--- src/core/bwio_pkg.sv ---
package bwio_pkg;
  // ==========================================================
  // Register offsets within one port
  localparam logic [1:0] BWIO_OFS_VALUE = 2'h0;
  localparam logic [1:0] BWIO_OFS_DIR = 2'h1;
  localparam logic [1:0] BWIO_OFS_OPT = 2'h2;
  // ==========================================================
  // Reset values
  localparam logic [7:0] BWIO_RST_VALUE = 8'h00;
  localparam logic [7:0] BWIO_RST_DIR = 8'h00;
  localparam logic [7:0] BWIO_RST_OPT = 8'h00;
  localparam logic [7:0] BWIO_RST_ZERO = 8'h00;
  // ==========================================================
  // Trigger selection for line interrupts
  localparam logic [1:0] BWIO_TRIG_FALL = 2'h0;
  localparam logic [1:0] BWIO_TRIG_RISE = 2'h1;
  localparam logic [1:0] BWIO_TRIG_LOW = 2'h2;
  // Line mode decode
  typedef enum logic [2:0] {
    BWIO_IN_PULLUP,
    BWIO_IN_FLOAT,
    BWIO_IN_IRQ,
    BWIO_IN_ANALOG,
    BWIO_OUT_OD,
    BWIO_OUT_PP
  } bwio_mode_e;
endpackage

--- src/core/bwio_sync.sv ---
`timescale 1ns/1ps
// ==========================================================
// Two-flop synchroniser for the pin levels
module bwio_sync
(
  // Clock and reset
  input wire logic i_clk,
  input wire logic i_rst_b,
  // Data
  input wire logic [7:0] i_async,
  output logic [7:0] o_sync
);
  logic [7:0] meta_reg;
  logic [7:0] meta_next;
  logic [7:0] sync_reg;
  logic [7:0] sync_next;

  // Next values, first stage only feeds the second
  always_comb
  begin
    meta_next = i_async;
    sync_next = meta_reg;
  end

  // Registers
  always_ff @(posedge i_clk)
  begin
    if (!i_rst_b)
    begin
      meta_reg <= bwio_pkg::BWIO_RST_ZERO;
      sync_reg <= bwio_pkg::BWIO_RST_ZERO;
    end
    else
    begin
      meta_reg <= meta_next;
      sync_reg <= sync_next;
    end
  end

  assign o_sync = sync_reg;
endmodule

--- src/core/bwio_irq.sv ---
`timescale 1ns/1ps
// ==========================================================
// Line interrupt request combiner
module bwio_irq
(
  // Clock and reset
  input wire logic i_clk,
  input wire logic i_rst_b,
  // Line state
  input wire logic [7:0] i_level,
  input wire logic [7:0] i_enable,
  input wire logic [1:0] i_trig,
  // Request
  output logic o_req
);
  logic [7:0] prev_reg;
  logic [7:0] prev_next;
  logic req_reg;
  logic req_next;

  // Per-line trigger, qualified by the enable of the line
  always_comb
  begin
    prev_next = i_level;
    case (i_trig)
      bwio_pkg::BWIO_TRIG_RISE: req_next = |(i_enable & i_level & ~prev_reg);
      bwio_pkg::BWIO_TRIG_LOW: req_next = |(i_enable & ~i_level);
      default: req_next = |(i_enable & ~i_level & prev_reg);
    endcase
  end

  // Registers
  always_ff @(posedge i_clk)
  begin
    if (!i_rst_b)
    begin
      prev_reg <= bwio_pkg::BWIO_RST_ZERO;
      req_reg <= 1'b0;
    end
    else
    begin
      prev_reg <= prev_next;
      req_reg <= req_next;
    end
  end

  assign o_req = req_reg;
endmodule

--- src/core/bwio_port.sv ---
`timescale 1ns/1ps
// ==========================================================
// Summary of operation
// - Three 8-bit registers, bit n for line n
// - Dir0 opt0 val0: input with pull-up
// - Dir0 opt0 val1: floating input, no pull-up
// - Dir0 opt1 val0: pull-up input feeding interrupts
// - Dir0 opt1 val1: analog input to converter
// - Dir1 opt0: open-drain output
// - Dir1 opt1: push-pull output of latch
// - Input lines read back pin level
// - Writes always update value latch
// - Reset clears all three registers
// - Direction and option registers read and written like RAM
// - Falling, rising or low-level trigger per port
// - Line requests feed shared edge source
module bwio_port
(
  // Clock and reset
  input wire logic i_clk,
  input wire logic i_rst_b,
  // Register port
  input wire logic i_sel,
  input wire logic i_wr,
  input wire logic i_rd,
  input wire logic [1:0] i_addr,
  input wire logic [7:0] i_wdata,
  output logic [7:0] o_rdata,
  // Interrupt configuration
  input wire logic [1:0] i_trig,
  input wire logic i_edge_polarity_bit,
  output logic o_line_irq,
  // Pins
  input wire logic [7:0] i_pin,
  output logic [7:0] o_pin_out,
  output logic [7:0] o_pin_oe,
  output logic [7:0] o_pullup_en,
  output logic [7:0] o_analog_sel,
  output logic [7:0] o_heavy_sink_en
);
  // ==========================================================
  // Register state
  // Port registers, reached from the register port
  logic [7:0] line_value_latch_reg;
  logic [7:0] line_value_latch_next;

  logic [7:0] line_direction_select_reg;
  logic [7:0] line_direction_select_next;

  logic [7:0] line_option_select_reg;
  logic [7:0] line_option_select_next;

  // Read data, held until the next read
  logic [7:0] rdata_reg;
  logic [7:0] rdata_next;

  // Pin drive, registered so the pads see no decode glitches
  logic [7:0] pin_out_reg;
  logic [7:0] pin_out_next;

  logic [7:0] pin_oe_reg;
  logic [7:0] pin_oe_next;

  // Pad options
  logic [7:0] pullup_reg;
  logic [7:0] pullup_next;

  logic [7:0] analog_reg;
  logic [7:0] analog_next;

  logic [7:0] heavy_reg;
  logic [7:0] heavy_next;

  // Interrupt path
  logic [7:0] irq_en_reg;
  logic [7:0] irq_en_next;

  logic src_prev_reg;
  logic src_prev_next;

  logic irq_out_reg;
  logic irq_out_next;

  // Synchronised pins and combined line request
  logic [7:0] pin_sync;
  logic line_req;

  // Decode of one line's mode from its three bits
  function automatic bwio_pkg::bwio_mode_e line_mode(input logic d, input logic o,
                                                     input logic v);
    if (d)
      line_mode = o ? bwio_pkg::BWIO_OUT_PP : bwio_pkg::BWIO_OUT_OD;
    else if (o)
      line_mode = v ? bwio_pkg::BWIO_IN_ANALOG : bwio_pkg::BWIO_IN_IRQ;
    else
      line_mode = v ? bwio_pkg::BWIO_IN_FLOAT : bwio_pkg::BWIO_IN_PULLUP;
  endfunction

  // Value register read-back: stored bit for outputs, pin for inputs
  // An input line never returns its latch, which is why bit updates on
  // a mixed port rewrite the input options by accident
  function automatic logic [7:0] value_readback(input logic [7:0] dir,
                                                input logic [7:0] latch,
                                                input logic [7:0] pins);
    value_readback = (dir & latch) | (~dir & pins);
  endfunction

  // ==========================================================
  // Pin sampling and interrupt request
  // Pins are asynchronous; two flops before any logic reads them
  bwio_sync u_sync
  (
    .i_clk(i_clk),
    .i_rst_b(i_rst_b),
    .i_async(i_pin),
    .o_sync(pin_sync)
  );

  bwio_irq u_irq
  (
    .i_clk(i_clk),
    .i_rst_b(i_rst_b),
    .i_level(pin_sync),
    .i_enable(irq_en_reg),
    .i_trig(i_trig),
    .o_req(line_req)
  );

  // ==========================================================
  // Register writes; no side effects, plain RAM-like storage
  // Write and read in one cycle: the read returns the old value
  always_comb
  begin
    line_value_latch_next = line_value_latch_reg;
    line_direction_select_next = line_direction_select_reg;
    line_option_select_next = line_option_select_reg;
    if (i_sel && i_wr)
    begin
      // Index 3 is unmapped; its writes are dropped
      case (i_addr)
        bwio_pkg::BWIO_OFS_VALUE:
        begin
          line_value_latch_next = i_wdata;
        end
        bwio_pkg::BWIO_OFS_DIR:
        begin
          line_direction_select_next = i_wdata;
        end
        bwio_pkg::BWIO_OFS_OPT:
        begin
          line_option_select_next = i_wdata;
        end
        default: ;
      endcase
    end
  end

  // Read data: pins for input lines, stored bits otherwise
  always_comb
  begin
    rdata_next = rdata_reg;
    if (i_sel && i_rd)
    begin
      case (i_addr)
        bwio_pkg::BWIO_OFS_VALUE:
        begin
          rdata_next = value_readback(line_direction_select_reg, line_value_latch_reg,
                                      pin_sync);
        end
        bwio_pkg::BWIO_OFS_DIR:
        begin
          rdata_next = line_direction_select_reg;
        end
        bwio_pkg::BWIO_OFS_OPT:
        begin
          rdata_next = line_option_select_reg;
        end
        default: rdata_next = bwio_pkg::BWIO_RST_ZERO;
      endcase
    end
  end

  // ==========================================================
  // Pin drive from the decoded mode of each line
  // Mode decode is registered, so pads follow a write one cycle later
  always_comb
  begin
    pin_out_next = bwio_pkg::BWIO_RST_ZERO;
    pin_oe_next = bwio_pkg::BWIO_RST_ZERO;
    pullup_next = bwio_pkg::BWIO_RST_ZERO;
    analog_next = bwio_pkg::BWIO_RST_ZERO;
    heavy_next = bwio_pkg::BWIO_RST_ZERO;
    irq_en_next = bwio_pkg::BWIO_RST_ZERO;
    for (int n = 0; n < 8; n++)
    begin
      case (line_mode(line_direction_select_reg[n], line_option_select_reg[n],
                      line_value_latch_reg[n]))
        bwio_pkg::BWIO_IN_PULLUP:
        begin
          pullup_next[n] = 1'b1;
        end
        bwio_pkg::BWIO_IN_FLOAT:
        begin
          pullup_next[n] = 1'b0;
        end
        bwio_pkg::BWIO_IN_IRQ:
        begin
          pullup_next[n] = 1'b1;
          irq_en_next[n] = 1'b1;
        end
        bwio_pkg::BWIO_IN_ANALOG:
        begin
          // No pull-up and no drive, else the converter sees a load
          analog_next[n] = 1'b1;
        end
        bwio_pkg::BWIO_OUT_OD:
        begin
          // Drive low only; a high latch releases the pin
          pin_oe_next[n] = ~line_value_latch_reg[n];
          heavy_next[n] = 1'b1;
        end
        bwio_pkg::BWIO_OUT_PP:
        begin
          // Both levels driven; heavy sink allowed here too
          pin_out_next[n] = line_value_latch_reg[n];
          pin_oe_next[n] = 1'b1;
          heavy_next[n] = 1'b1;
        end
        default: ;
      endcase
    end
  end

  // ==========================================================
  // Shared source request: edge of the combined line request
  // Only an edge is passed on; a level trigger that stays low raises
  // one request, matching the edge-only shared source
  always_comb
  begin
    // Edge taken from the registered request, never from the pins
    src_prev_next = line_req;
    if (i_edge_polarity_bit)
      irq_out_next = line_req & ~src_prev_reg;
    else
      irq_out_next = ~line_req & src_prev_reg;
  end

  // ==========================================================
  // Registers; reset leaves every line a pull-up input
  // Synchronous reset; every register runs on every edge
  always_ff @(posedge i_clk)
  begin
    if (!i_rst_b)
    begin
      // Port registers
      line_value_latch_reg <= bwio_pkg::BWIO_RST_VALUE;
      line_direction_select_reg <= bwio_pkg::BWIO_RST_DIR;
      line_option_select_reg <= bwio_pkg::BWIO_RST_OPT;
      // Read data
      rdata_reg <= bwio_pkg::BWIO_RST_ZERO;
      // Pad drive and options
      pin_out_reg <= bwio_pkg::BWIO_RST_ZERO;
      pin_oe_reg <= bwio_pkg::BWIO_RST_ZERO;
      pullup_reg <= bwio_pkg::BWIO_RST_ZERO;
      analog_reg <= bwio_pkg::BWIO_RST_ZERO;
      heavy_reg <= bwio_pkg::BWIO_RST_ZERO;
      // Interrupt path
      irq_en_reg <= bwio_pkg::BWIO_RST_ZERO;
      src_prev_reg <= 1'b0;
      irq_out_reg <= 1'b0;
    end
    else
    begin
      // Port registers
      line_value_latch_reg <= line_value_latch_next;
      line_direction_select_reg <= line_direction_select_next;
      line_option_select_reg <= line_option_select_next;
      // Read data
      rdata_reg <= rdata_next;
      // Pad drive and options
      pin_out_reg <= pin_out_next;
      pin_oe_reg <= pin_oe_next;
      pullup_reg <= pullup_next;
      analog_reg <= analog_next;
      heavy_reg <= heavy_next;
      // Interrupt path
      irq_en_reg <= irq_en_next;
      src_prev_reg <= src_prev_next;
      irq_out_reg <= irq_out_next;
    end
  end

  // Outputs straight from flip-flops
  // Every output is a plain register copy, so pads never glitch
  assign o_rdata = rdata_reg;
  assign o_pin_out = pin_out_reg;
  assign o_pin_oe = pin_oe_reg;
  assign o_pullup_en = pullup_reg;
  assign o_analog_sel = analog_reg;
  assign o_heavy_sink_en = heavy_reg;
  assign o_line_irq = irq_out_reg;
endmodule

--- config.mk ---
export PLATFORM = sky130hd
export DESIGN_NAME = bwio_port
export DESIGN_NICKNAME = d
export VERILOG_FILES = /design/src/core/bwio_pkg.sv /design/src/core/bwio_sync.sv /design/src/core/bwio_irq.sv /design/src/core/bwio_port.sv
export SDC_FILE = /design/constraint.sdc
export NUM_CORES = 1
export LEC_CHECK = 0
export ABC_AREA = 1
export ABC_CLOCK_PERIOD_IN_PS = 1300
export BUFFER_PORTS_ARGS = -buffer_cell sky130_fd_sc_hd__buf_2
export CORE_ASPECT_RATIO = 1.75
export CORE_MARGIN = 2
export CORE_UTILIZATION = 54
export CTS_CLUSTER_DIAMETER = 200
export DETAILED_ROUTE_END_ITERATION = 8
export PLACE_DENSITY = 0.76
export SYNTH_ARGS = -nofsm -noshare
export SYNTH_HDL_FRONTEND = slang
export SYNTH_SLANG_ARGS = --single-unit
--- constraint.sdc ---
create_clock -name i_clk -period 1.3 [get_ports i_clk]
set_input_delay 0 -clock i_clk [delete_from_list [all_inputs] [get_ports i_clk]]
set_output_delay 0 -clock i_clk [all_outputs]
set_load 0.05 [all_outputs]
* After elaboration in Yosys (flattened, before gate mapping)
Index checks and enable logic that the tools add are counted.
** Operators by class
- Shift-type cells :: 0
- Multiplexer cells :: 83
- Reductions and logical operators :: 41
- Eq/ne operators :: 36
- Magnitude comparators :: 0
- $add $sub $neg :: 0
- Bitwise logic cells :: 22
- Div/mod/pow operators :: 0
- Multipliers :: 0
** Operators by type and width (count)
- 1-bit 2-to-1 mux :: 57
- 8-bit bitwise AND :: 6
- 3-bit by 2-bit == test with 1-bit output (second input constant) :: 16
- 3-bit == test (second input constant) :: 16
- 2-bit OR reduction :: 16
- 3-bit zero test :: 8
- 3-bit 2-to-1 mux :: 8
- 8-bit inverter :: 3
- 8-bit case mux with 3 select lines :: 1
- 8-bit OR reduction :: 3
- 2-bit AND reduction :: 11
- 1-bit case mux with 2 select lines :: 9
- 2-bit 2-to-1 mux :: 8
- 1-bit inverter :: 10
- 8-bit bitwise OR :: 1
- 2-bit by 1-bit == test with 1-bit output (second input constant) :: 2
- 2-bit == test (second input constant) :: 2
- 1-bit bitwise AND :: 2
- 1-bit logical AND :: 2
- 2-bit zero test :: 1
** Storage, ports and cells
- Bits of input ports :: 26
- Bits in latches :: 0
- Bits in registers :: 107
- Output and inout port bits :: 49
- Bits in writable memories :: 0
- Word-level logic and storage cells :: 205
- Memories kept :: 0
- ROM bits :: 0

* Longest topological paths before layout
Gate-level depths: netlist of run 1.
- Depth after elaboration :: 6
- Mapped depth :: 9
- Mapped depth without buffers :: 9

* Hierarchy
A second synthesis of run 1 with hierarchy kept.
** Second synthesis, totals
- Cell total of the unflattened synthesis :: 482
- Area, all modules :: 3883.7 um^2
** By module, submodules not included
- bwio_port :: instances 1, area an instance 2852.7 um^2, sequential area each 1641.6 um^2, cells each 339
- bwio_irq :: instances 1, area an instance 546.8 um^2, sequential area each 180.2 um^2, cells each 93
- bwio_sync :: instances 1, area an instance 484.2 um^2, sequential area each 320.3 um^2, cells each 50

* Least setup slack after synthesis of run 1
OpenSTA, ideal clock, no wires.
- Kind :: reg-to-reg
- Start :: reg line_direction_select_reg[2]
- End :: reg rdata_reg[2], in the netlist o_rdata[2]
- Library setup time :: 132 ps
- Required time :: 1168 ps
- Arrival :: 822 ps
- Path slack :: 345 ps
- Clock period less this slack :: 955 ps
- Stages on the path, launching flop included :: 7
- Path buffers :: 1
- Cell sequence :: dfxtp_1 > clkbuf_1 > nand2_1 > o211ai_1 > nand3_1 > nand2_1 > a21oi_1
** Between the ends
- Cells in the longest elaborated chain, start to end :: 4
- Elaborated cells between the ends (all ways) :: 5
- Those cells by class :: mux: 1; bitwise: 4
** Ends and longest elaborated chain
- from (decl) :: line bwio_port.sv:47 : logic [7:0] line_direction_select_reg;
- from (signal assigned) :: line bwio_port.sv:257 : line_direction_select_reg <= bwio_pkg::BWIO_RST_DIR;
- from (signal assigned) :: line bwio_port.sv:276 : line_direction_select_reg <= line_direction_select_next;
- 8-bit inverter :: line bwio_port.sv:105 : value_readback = (dir & latch) | (~dir & pins);
- 8-bit bitwise AND :: line bwio_port.sv:105
- 8-bit bitwise OR :: line bwio_port.sv:105
- 8-bit case mux with 3 select lines * :: line bwio_port.sv:164 : case (i_addr)
- to (signal assigned) :: line bwio_port.sv:260 : rdata_reg <= bwio_pkg::BWIO_RST_ZERO;
- to (signal assigned) :: line bwio_port.sv:279 : rdata_reg <= rdata_next;
- to (decl) :: line bwio_port.sv:54 : logic [7:0] rdata_reg;
Every way passes the cells marked *; elsewhere a longest branch is shown, timed or not.
A chain may end at the register's enable or synchronous reset.

* Worst setup path after layout of run 1
- Start :: reg u_sync.sync_reg[7], in the netlist u_sync.o_sync[7]
- End :: reg u_irq.req_reg, in the netlist u_irq.o_req
** Between the ends
- Cells in the longest elaborated chain, start to end :: 5
- Elaborated cells between the ends (all ways) :: 9
- Those cells by class :: mux: 1; bitwise: 5; reduce/logical: 3
** Ends and longest elaborated chain
- from (decl) :: line bwio_sync.sv:15 : logic [7:0] sync_reg;
- from (signal assigned) :: line bwio_sync.sv:31 : sync_reg <= bwio_pkg::BWIO_RST_ZERO;
- from (signal assigned) :: line bwio_sync.sv:36 : sync_reg <= sync_next;
- 8-bit inverter :: line bwio_irq.sv:27, bwio_irq.sv:28
- 8-bit bitwise AND :: line bwio_irq.sv:27, bwio_irq.sv:28
- 8-bit bitwise AND :: line bwio_irq.sv:28 : default: req_next = |(i_enable & ~i_level & prev_reg);
- 8-bit OR reduction :: line bwio_irq.sv:28
- 1-bit case mux with 2 select lines * :: line bwio_irq.sv:25 : case (i_trig)
- to (signal assigned) :: line bwio_irq.sv:43 : req_reg <= req_next;
- to (decl) :: line bwio_irq.sv:18 : logic req_reg;
Marked as above.

==> summary.txt, run 1 <==
Layout
  – Multi-input gate area: 1230 µm²
  – Commonest non-fill, non-tap cell in the layout: dfxtp_1
  – # diodes: 0
  – Util after Layout: 68.9%
  – Filler Cell Count: 568
  – Nets: 571
  – Layout cells sized above 1: 19.0%
  – Synth-to-layout area growth: 25.0%
  – Sequential standard cell area: 2140 µm²
  – Commonest non-fill, non-tap cells in the layout: 106 x dfxtp_1, 102 x nand2_1, 73 x inv_1, 73 x buf_2, 35 x a21oi_1
  – Finished Cell Area: 4690 µm²

STA
  – Final hold vios: 0
  – Final Skew: 6.24 ps
  – RSZ-0062 raised after global routing: no
  – Min Tclk post-route: 1110 ps
  – Tcrit/Tclk final: 85.3%
  – Setup tns final: 0 ps
  – Fmax: 0.902 GHz
  – Slew Limit Fails: 0
  – Worst-margin pin slew: 342 ps
  – Max transition margin: 77.2%
  – Final setup fails: 0

Critical path
  – Crit path top cell by count: nand2_1
  – Buf/Inv on CP: 1
  – Crit-path slowest cell: dfxtp_1
  – Endpoint class of the critical path: flop
  – Crit-path max FO: 4
  – CP top delay family: simple AND/OR/NAND/NOR gates
  – Worst-path cell chain: inv_1, nand2_1, nand2_1, nor2_1, nand2_1, nand2_1, nand2_1, nor2_1, nor2_1
  – Largest stage delay, worst path: 420 ps
  – Arrival time of the worst setup path: 1350 ps
  – WP data required: 1540 ps
  – Worst setup SP type: flop
  – Crit Path Class: reg2reg

Placed design
  – DP HPWL: 5590 µm
  – # port buffers: 74
  – Cell Area, Placed: 4180 µm²
  – GPL Wtd Cong: 0.847

Global routing
  – Gr ovfl total: 0
  – Vias in the first global route: 2,892
  – Overall routing resource usage: 22.4%
  – First-pass GRT wire length: 12,900 µm
  – Largest net degree at the start of global routing: 59
  – Initial antenna violation count: 0

Yosys
  – Post-Synthesis Cell Area: 3750 µm²
  – Simple-gate share of the synthesized area: 21.8%
  – Mux contribution to synthesized area: 0%
  – Synth unique cells: 23
  – Sequential element share of the synthesized area: 57.1%
  – Mean post-synth cell area: 8.23 µm²
  – #FFs+latches synth: 107
  – Syn Inst Count: 456
  – Synth warn: 0
  – Synth Area in XOR/XNOR: 0%
  – Largest family of logic cells by synthesized area: simple AND/OR/NAND/NOR gates
  – Syn_nets: 484
  – Compound-Gate Fraction of Synth Area: 10.4%
  – Synth Area in Adders: 0.667%

Power
  – Internal power: 5.34 mW
  – Part of the power in registers: 49.9%
  – P per Cell Area: 1470 nW/µm²
  – Gate power share: 7.7%
  – Sw Share: 22.5%
  – Worst vdd ir: 0.998 mV
  – Leak Pwr: 2.30 nW
  – Net Switching: 1.55 mW
  – Power share of the clock group: 42.3%

Route
  – DRT antenna net count: 0
  – Pre-antenna DRT Iters: 4
  – 1st-iter DRT viols: 219
  – Wirelength per Cell: 12.7 µm
  – Drt total wl: 8000 µm
  – Via count: 3,165
  – Post-DR vias/cell: 5.01
  – # DRC: 0

Floorplan
  – Die X: 67.0 µm
  – Top Ports: 75
  – Die height: 114 µm
  – Die ar.: 7660 µm²
  – CORE AREA: 6810 µm²
  – # rows: 40
  – Initial Util: 55.1%

Hold path
  – Min-delay worst type: in2reg

Clock tree
  – Root Buffer: clkbuf_16
  – Setup bufs post-CTS: 0
  – H-tree depth: 3
  – CTS tree: built
  – Worst-Skew Late Latency: 350 ps
  – Sink Count: 107
  – TritonCTS Buffers: 9
  – Worst-path clk slew: 60 ps
  – CTS Buffer Depth: 2

Run status
  – Status: finished, final reports clean

Run
  – Max-cap violations: 0
-- power groups by stage --
stage                     sequential, mW  clock, mW  combinational, mW
after detailed placement            3.51          0              0.490
after global placement              3.51          0              0.481
after floorplan                     3.62          0              0.227
final                               3.44       2.92              0.534
after global routing                3.45       3.09              0.583
after CTS                           3.44       2.97              0.536
-- cell usage after synthesis --
| cell type | number | area [µm²] |
|---|---|---|
| a21oi_1 | 35 | 175 |
| a21oi_2 | 1 | 8.76 |
| buf_2 | 3 | 15.0 |
| buf_6 | 3 | 33.8 |
| clkbuf_1 | 12 | 45.0 |
| dfxtp_1 | 107 | 2140 |
| ha_1 | 2 | 25.0 |
| inv_1 | 73 | 274 |
| inv_2 | 3 | 11.3 |
| nand2_1 | 102 | 383 |
| nand2_4 | 3 | 33.8 |
| nand3_1 | 19 | 95.1 |
| nand3b_1 | 3 | 22.5 |
| nand4_1 | 1 | 6.26 |
| nor2_1 | 20 | 75.1 |
| nor2_4 | 3 | 33.8 |
| nor3_1 | 21 | 105 |
| nor4_1 | 10 | 62.6 |
| o211ai_1 | 8 | 60.1 |
| o21ai_0 | 21 | 105 |
| o21ai_1 | 3 | 15.0 |
| o21ai_2 | 2 | 17.5 |
| o31ai_1 | 1 | 7.51 |
-- metal layers --
layer / track usage [%] / up-vias / routed length, µm
li1: - / 1617 / -
met1: 25.6 / 1449 / 3270
met2: 38.7 / 84 / 4220
met3: 4.92 / 15 / 317
met4: 10.1 / 0 / 188
met5: 0 / - / 0
-- cell type report --
class                           instances  area share, %
Sequential cell                       107           45.7
Multi-Input combinational cell        255           26.3
Timing Repair Buffer                   94           12.7
Inverter                               76           6.08
Clock buffer                           12           5.47
Tap cell                               84           2.24
Clock inverter                          4           1.55
-- stage by stage --
stage	power [mW]	setup WS, ps	instances	hold WS [ps]
2_1_floorplan	3.85	345	456	97.6
3_3_place_gp	3.99	248	599	182
3_5_place_dp	4.01	209	599	186
4_1_cts	6.94	36.4	634	109
5_1_grt	7.12	55.4	632	179
6_report	6.89	192	632	110
-- path summary, 6_finish.rpt --
| path | start | end | slack, ps | cells after the start |
|---|---|---|---|---|
| max | u_sync.o_sync[7]$_SDFF_PN0_ | u_irq.o_req$_SDFF_PN0_ | 190 | 9 |
| min | i_trig[1] | u_irq.o_req$_SDFF_PN0_ | 110 | 5 |
| max reg2reg | u_sync.o_sync[7]$_SDFF_PN0_ | u_irq.o_req$_SDFF_PN0_ | 190 | 9 |
| min reg2reg | u_sync.meta_reg[5]$_SDFF_PN0_ | u_sync.o_sync[5]$_SDFF_PN0_ | 410 | 2 |
-- cell families after synthesis --
logic type	count (synthesis)
DFF	107
adders and majority gates	2
buffers and inverters	94
and+or+nand+nor	182
AOI/OAI and AO/OA	71
-- worst register-to-register path, cell delays in order, from the launching register on --
cell     delay, ps
dfxtp_1        420
inv_1           80
nand2_1         60
nand2_1         60
nor2_1          80
nand2_1         50
nand2_1         60
nand2_1         50
nor2_1         100
nor2_1          40
-- timing repair --
action,in CTS,in global routing
hold endpoints to repair,32,0
endpoints found under the setup margin,0,1
resized for setup,0,2
hold buffers,19,0
No activity file was read; power rests on OpenSTA's default activity.
==> run 2: changes to the inputs <==
==> constraint.sdc (replaced) <==
create_clock -name i_clk -period 1.3 [get_ports i_clk]
set_input_delay 0.065 -clock i_clk [delete_from_list [all_inputs] [get_ports i_clk]]
set_output_delay 0.065 -clock i_clk [all_outputs]
set_load 0.05 [all_outputs]
==> summary.txt, run 2 (synthesis results as in run 1) <==
Floorplan
  – Top Ports: 75
  – Die height: 114 µm
  – # rows: 40
  – CORE AREA: 6810 µm²
  – Initial Util: 55.1%
  – Die ar.: 7660 µm²
  – Die X: 67.0 µm

Clock tree
  – Sink Count: 107
  – TritonCTS Buffers: 9
  – Worst-path clk slew: 60 ps
  – CTS tree: built
  – H-tree depth: 3
  – Root Buffer: clkbuf_16
  – CTS Buffer Depth: 2
  – Worst-Skew Late Latency: 340 ps
  – Setup bufs post-CTS: 0

Layout
  – Nets: 565
  – Final Instance Count excl. Fillers: 626
  – Synth-to-layout area growth: 22.8%
  – # diodes: 0
  – Commonest non-fill, non-tap cell in the layout: dfxtp_1
  – Layout cells sized above 1: 19.4%
  – Filler Cell Count: 575
  – Commonest non-fill, non-tap cells in the layout: 106 x dfxtp_1, 102 x nand2_1, 74 x buf_2

STA
  – Slew Limit Fails: 0
  – Final Skew: 5.77 ps
  – RSZ-0062 raised after global routing: no
  – Final hold vios: 0
  – Max transition margin: 73.5%
  – Fmax: 0.894 GHz
  – Final setup fails: 0
  – Tcrit/Tclk final: 86.0%
  – Setup tns final: 0 ps
  – Worst-margin pin slew: 394 ps
  – Min Tclk post-route: 1120 ps

Critical path
  – Worst setup SP type: flop
  – R2R cell count: 9
  – Crit-path max FO: 4
  – Worst R2R Start: u_sync.o_sync[4]$_SDFF_PN0_
  – RR Endpoint: u_irq.o_req$_SDFF_PN0_
  – Crit Path Class: reg2reg
  – Arrival time of the worst setup path: 1350 ps
  – Endpoint class of the critical path: flop
  – WP data required: 1540 ps
  – R2r setup slk: 180 ps

Route
  – DRT antenna net count: 0
  – Drt total wl: 8150 µm
  – Pre-antenna DRT Iters: 5
  – Wirelength per Cell: 13.0 µm
  – Via count: 3,126
  – # DRC: 0
  – 1st-iter DRT viols: 272
  – Post-DR vias/cell: 4.99

Global routing
  – Initial antenna violation count: 0
  – Gr ovfl total: 0
  – Vias in the first global route: 3,036
  – Overall routing resource usage: 23.6%
  – First-pass GRT wire length: 13,500 µm
  – Largest net degree at the start of global routing: 49

Placed design
  – Total placed cells including tap cells: 599
  – # port buffers: 74
  – GPL Wtd Cong: 0.858
  – DP HPWL: 5820 µm

Hold path
  – Hold Path Origin: i_wdata[7]
  – Hold Path Sink: line_direction_select_reg[7]$_SDFFE_PN0P_
  – Hold-critical path depth: 3
  – Min-delay worst type: in2reg

Power
  – Internal power: 5.33 mW
  – Part of the power in registers: 50.1%
  – P per Cell Area: 1490 nW/µm²
  – Sw Share: 22.4%
  – Leak Pwr: 2.26 nW
  – Net Switching: 1.54 mW
  – Worst vdd ir: 1.31 mV
  – Power share of the clock group: 42.4%
  – Gate power share: 7.5%

Run
  – Max-cap violations: 0

Run status
  – Status: finished, final reports clean
==> run 2: repair_timing <==
item                                    4_1_cts  5_1_grt
hold endpoints to repair                     11        0
hold buffers                                 11        0
endpoints found under the setup margin        0        1
gates resized for setup                       0        1
==> run 2: critical path, stage by stage, from the launching register on <==
cell and delay, ps:
dfxtp_1 390, inv_1 60, nand2_1 100, nand2_1 70, nor2_1 100, nand2_1 60, nand2_1 50, nand2_1 40
nor2_1 90, nor2_1 50
==> run 2: power groups by stage <==
stage | Clock, mW | Sequential (mW) | Combinational, mW
final | 2.91 | 3.44 | 0.513
after global routing | 3.10 | 3.45 | 0.565
after CTS | 2.98 | 3.44 | 0.515
after detailed placement | 0 | 3.51 | 0.486
after global placement | 0 | 3.51 | 0.476
after floorplan | 0 | 3.62 | 0.227
==> run 2: metrics by stage <==
step	hold WS [ps]	setup WS (ps)	instance area (µm²)	utilization, %	power (mW)
5_1_grt	21.3	12.0	4610	67.7	7.12
6_report	9.90	181	4610	67.7	6.86
2_1_floorplan	163	345	3750	-	3.85
3_5_place_dp	252	136	4170	61.3	4.00
3_3_place_gp	246	185	4170	61.3	3.99
4_1_cts	1.01	131	4610	67.7	6.93
==> run 2: area by class of cell <==
cell class / count / area [µm²] / area share [%]
tap: 84 / 105 / 2.28
sequential: 107 / 2140 / 46.5
clock inverter: 4 / 72.6 / 1.57
inverter: 76 / 285 / 6.19
multi-input combinational: 255 / 1230 / 26.7
timing repair buffer: 88 / 515 / 11.2
clock buffer: 12 / 256 / 5.56
==> run 2: how the worst max path moves through the flow <==
stage	start	to	slack, ps
after floorplan	line_direction_select_reg[2]$_SDFFE_PN0P_	o_rdata[2]$_SDFFE_PN0P_	350
after global placement	u_sync.o_sync[7]$_SDFF_PN0_	u_irq.o_req$_SDFF_PN0_	190
after detailed placement	u_sync.o_sync[7]$_SDFF_PN0_	u_irq.o_req$_SDFF_PN0_	140
after CTS	u_sync.o_sync[7]$_SDFF_PN0_	u_irq.o_req$_SDFF_PN0_	130
after global routing	u_sync.o_sync[4]$_SDFF_PN0_	u_irq.o_req$_SDFF_PN0_	10
final	u_sync.o_sync[4]$_SDFF_PN0_	u_irq.o_req$_SDFF_PN0_	180
==> run 2: per-layer routing <==
layer	vias to the layer above	track usage, %	wire length [µm]
met5	-	0	0
li1	1602	-	-
met3	16	4.92	349
met2	92	41.6	4430
met4	0	12.8	235
met1	1416	25.4	3140
==> run 3: changes to the inputs <==
--- a/config.mk
+++ b/config.mk
@@ -5,7 +5,6 @@
 export SDC_FILE = /design/constraint.sdc
 export NUM_CORES = 1
 export LEC_CHECK = 0
-export ABC_AREA = 1
 export ABC_CLOCK_PERIOD_IN_PS = 1300
 export BUFFER_PORTS_ARGS = -buffer_cell sky130_fd_sc_hd__buf_2
 export CORE_ASPECT_RATIO = 1.75
==> summary.txt, run 3 <==
Yosys
  – Async S/R FF share, synth: 0%
  – #FFs+latches synth: 107
  – Largest cells by area after synthesis: dfxtp_1 58%, nand2_1 7.1%, a21oi_1 4.3%
  – Main synth FF type: dfxtp_1
  – Synth unique cells: 35
  – Syn Inst Count: 403
  – Synth warn: 0
  – Synth area leader: dfxtp_1
  – Post-synth EDFFs: 0
  – Count leader, synth: dfxtp_1
  – Syn_nets: 431
  – Post-Synthesis Cell Area: 3720 µm²
  – Mean post-synth cell area: 9.24 µm²
  – Sequential element share of the synthesized area: 57.5%
  – Yosys top cell area share: 57.5%
  – Most frequent cells after synthesis: 107 x dfxtp_1, 70 x nand2_1, 32 x a21oi_1

Route
  – DRT antenna net count: 0
  – 1st-iter DRT viols: 242
  – Post-DR vias/cell: 5.13
  – Wirelength per Cell: 13.8 µm
  – Via count: 3,020
  – Pre-antenna DRT Iters: 4
  – # DRC: 0
  – Drt total wl: 8140 µm

Clock tree
  – TritonCTS Buffers: 9
  – Setup bufs post-CTS: 0
  – Root Buffer: clkbuf_16
  – Sink Count: 107
  – H-tree depth: 3
  – CTS Hold Bufs: 16
  – Worst-Skew Late Latency: 350 ps
  – CTS Buffer Depth: 2
  – CTS tree: built
  – Post-CTS sizing: 0
  – Worst-path clk slew: 70 ps

Floorplan
  – Top Ports: 75
  – Die height: 114 µm
  – CORE AREA: 6760 µm²
  – # rows: 40
  – Die X: 66.8 µm
  – Initial Util: 55.1%
  – Die ar.: 7600 µm²

Layout
  – Filler Cell Count: 550
  – Nets: 529
  – Commonest non-fill, non-tap cell in the layout: dfxtp_1
  – Multi-input gate area: 1390 µm²
  – # diodes: 0
  – Layout cells sized above 1: 21.0%
  – Commonest non-fill, non-tap cells in the layout: 107 x dfxtp_1, 74 x buf_2, 70 x nand2_1
  – Synth-to-layout area growth: 25.9%
  – Sequential standard cell area: 2140 µm²

Global routing
  – Largest net degree at the start of global routing: 37
  – Overall routing resource usage: 22.8%
  – Vias in the first global route: 2,894
  – First-pass GRT wire length: 13,000 µm
  – Gr ovfl total: 0
  – Initial antenna violation count: 0

Power
  – Worst vdd ir: 0.901 mV
  – Pwr Total: 6.71 mW
  – P per Cell Area: 1430 nW/µm²
  – Leak Pwr: 2.02 nW

Hold path
  – Min-delay worst type: in2reg

STA
  – Worst-margin pin slew: 429 ps
  – RSZ-0062 raised after global routing: no
  – Final Skew: 5.41 ps
  – Final setup fails: 0
  – Final hold vios: 0
  – Max transition margin: 71.4%
  – Tcrit/Tclk final: 98.7%
  – Fmax: 0.779 GHz
  – Setup tns final: 0 ps
  – Slew Limit Fails: 0
  – Hold_ws: 24.3 ps
  – Min Tclk post-route: 1280 ps

Critical path
  – Worst-path cell chain: nand2b_1, o2111ai_1, o31ai_1, a31oi_1
  – Worst setup SP type: flop
  – Largest stage delay, worst path: 370 ps
  – Crit Path Class: reg2reg
  – Crit-path slowest cell: dfxtp_1
  – Buf/Inv on CP: 0
  – Crit-path max FO: 4
  – CP top delay family: compound AO/OA/AOI/OAI gates
  – Arrival time of the worst setup path: 1500 ps
  – WP data required: 1510 ps
  – Endpoint class of the critical path: flop

Placed design
  – GPL Wtd Cong: 0.907
  – DP HPWL: 5860 µm
  – # port buffers: 74

Run
  – Max-cap violations: 0

Run status
  – Status: finished, final reports clean
==> run 3: changes by cell type after synthesis, sizes merged, moves of 10 or more <==
cell,before,now
inv,76,27
nand2,105,71
and2,0,26
a21boi,0,25
nand3,19,1
nor3,21,9
nor4,10,0
==> run 3: final timing paths <==
check	from	end	slack [ps]	cells past startpoint
setup / recovery	u_sync.o_sync[7]$_SDFF_PN0_	u_irq.o_req$_SDFF_PN0_	20	4
hold / removal	i_edge_polarity_bit	o_line_irq$_SDFF_PN0_	20	3
hold reg to reg	u_sync.meta_reg[2]$_SDFF_PN0_	u_sync.o_sync[2]$_SDFF_PN0_	430	1
setup reg to reg	u_sync.o_sync[7]$_SDFF_PN0_	u_irq.o_req$_SDFF_PN0_	20	4
==> run 3: cell type report <==
cell class              count  share of cell area, %
inverters                  27                   2.16
clock inverters             3                  0.987
multi-input cells         253                   29.6
flip-flops and latches    107                   45.7
well taps                  84                   2.24
clock buffers              12                   5.68
repair buffers            103                   13.7
==> run 3: stage by stage <==
stage	instance area [µm²]	setup WS [ps]	util (%)	cells
after global placement	4220	123	62.4	558
after floorplan	3720	276	-	403
after CTS	4690	42.9	69.4	589
after detailed placement	4220	62.0	62.4	558
final	4690	16.3	69.4	589
after global routing	4690	2.53	69.4	589
==> run 3: tightest hold or removal path, stage by stage <==
cell	delay (ps)
buf_2	110
nand3b_1	70
a21boi_0	70
==> run 3: layer usage <==
| metal | track usage (%) | share of wire, % | up-vias |
|---|---|---|---|
| met5 | 0 | 0 | - |
| met4 | 12.1 | 2.7 | 0 |
| met3 | 5.62 | 4.6 | 18 |
| met2 | 38.3 | 52 | 84 |
| met1 | 26.2 | 40 | 1405 |
| li1 | - | - | 1513 |
==> run 3: cell families after synthesis <==
logic type	share of synthesized area, %
compound gates	13.8
fa+ha+maj	0.672
buf+inv	5.27
flops	57.5
simple gates	22.7
==> run 3: power by group <==
group          internal [mW]  total (mW)  switching, mW
registers               3.37        3.42         0.0549
logic                  0.190       0.506          0.316
clock network           1.64        2.78           1.14
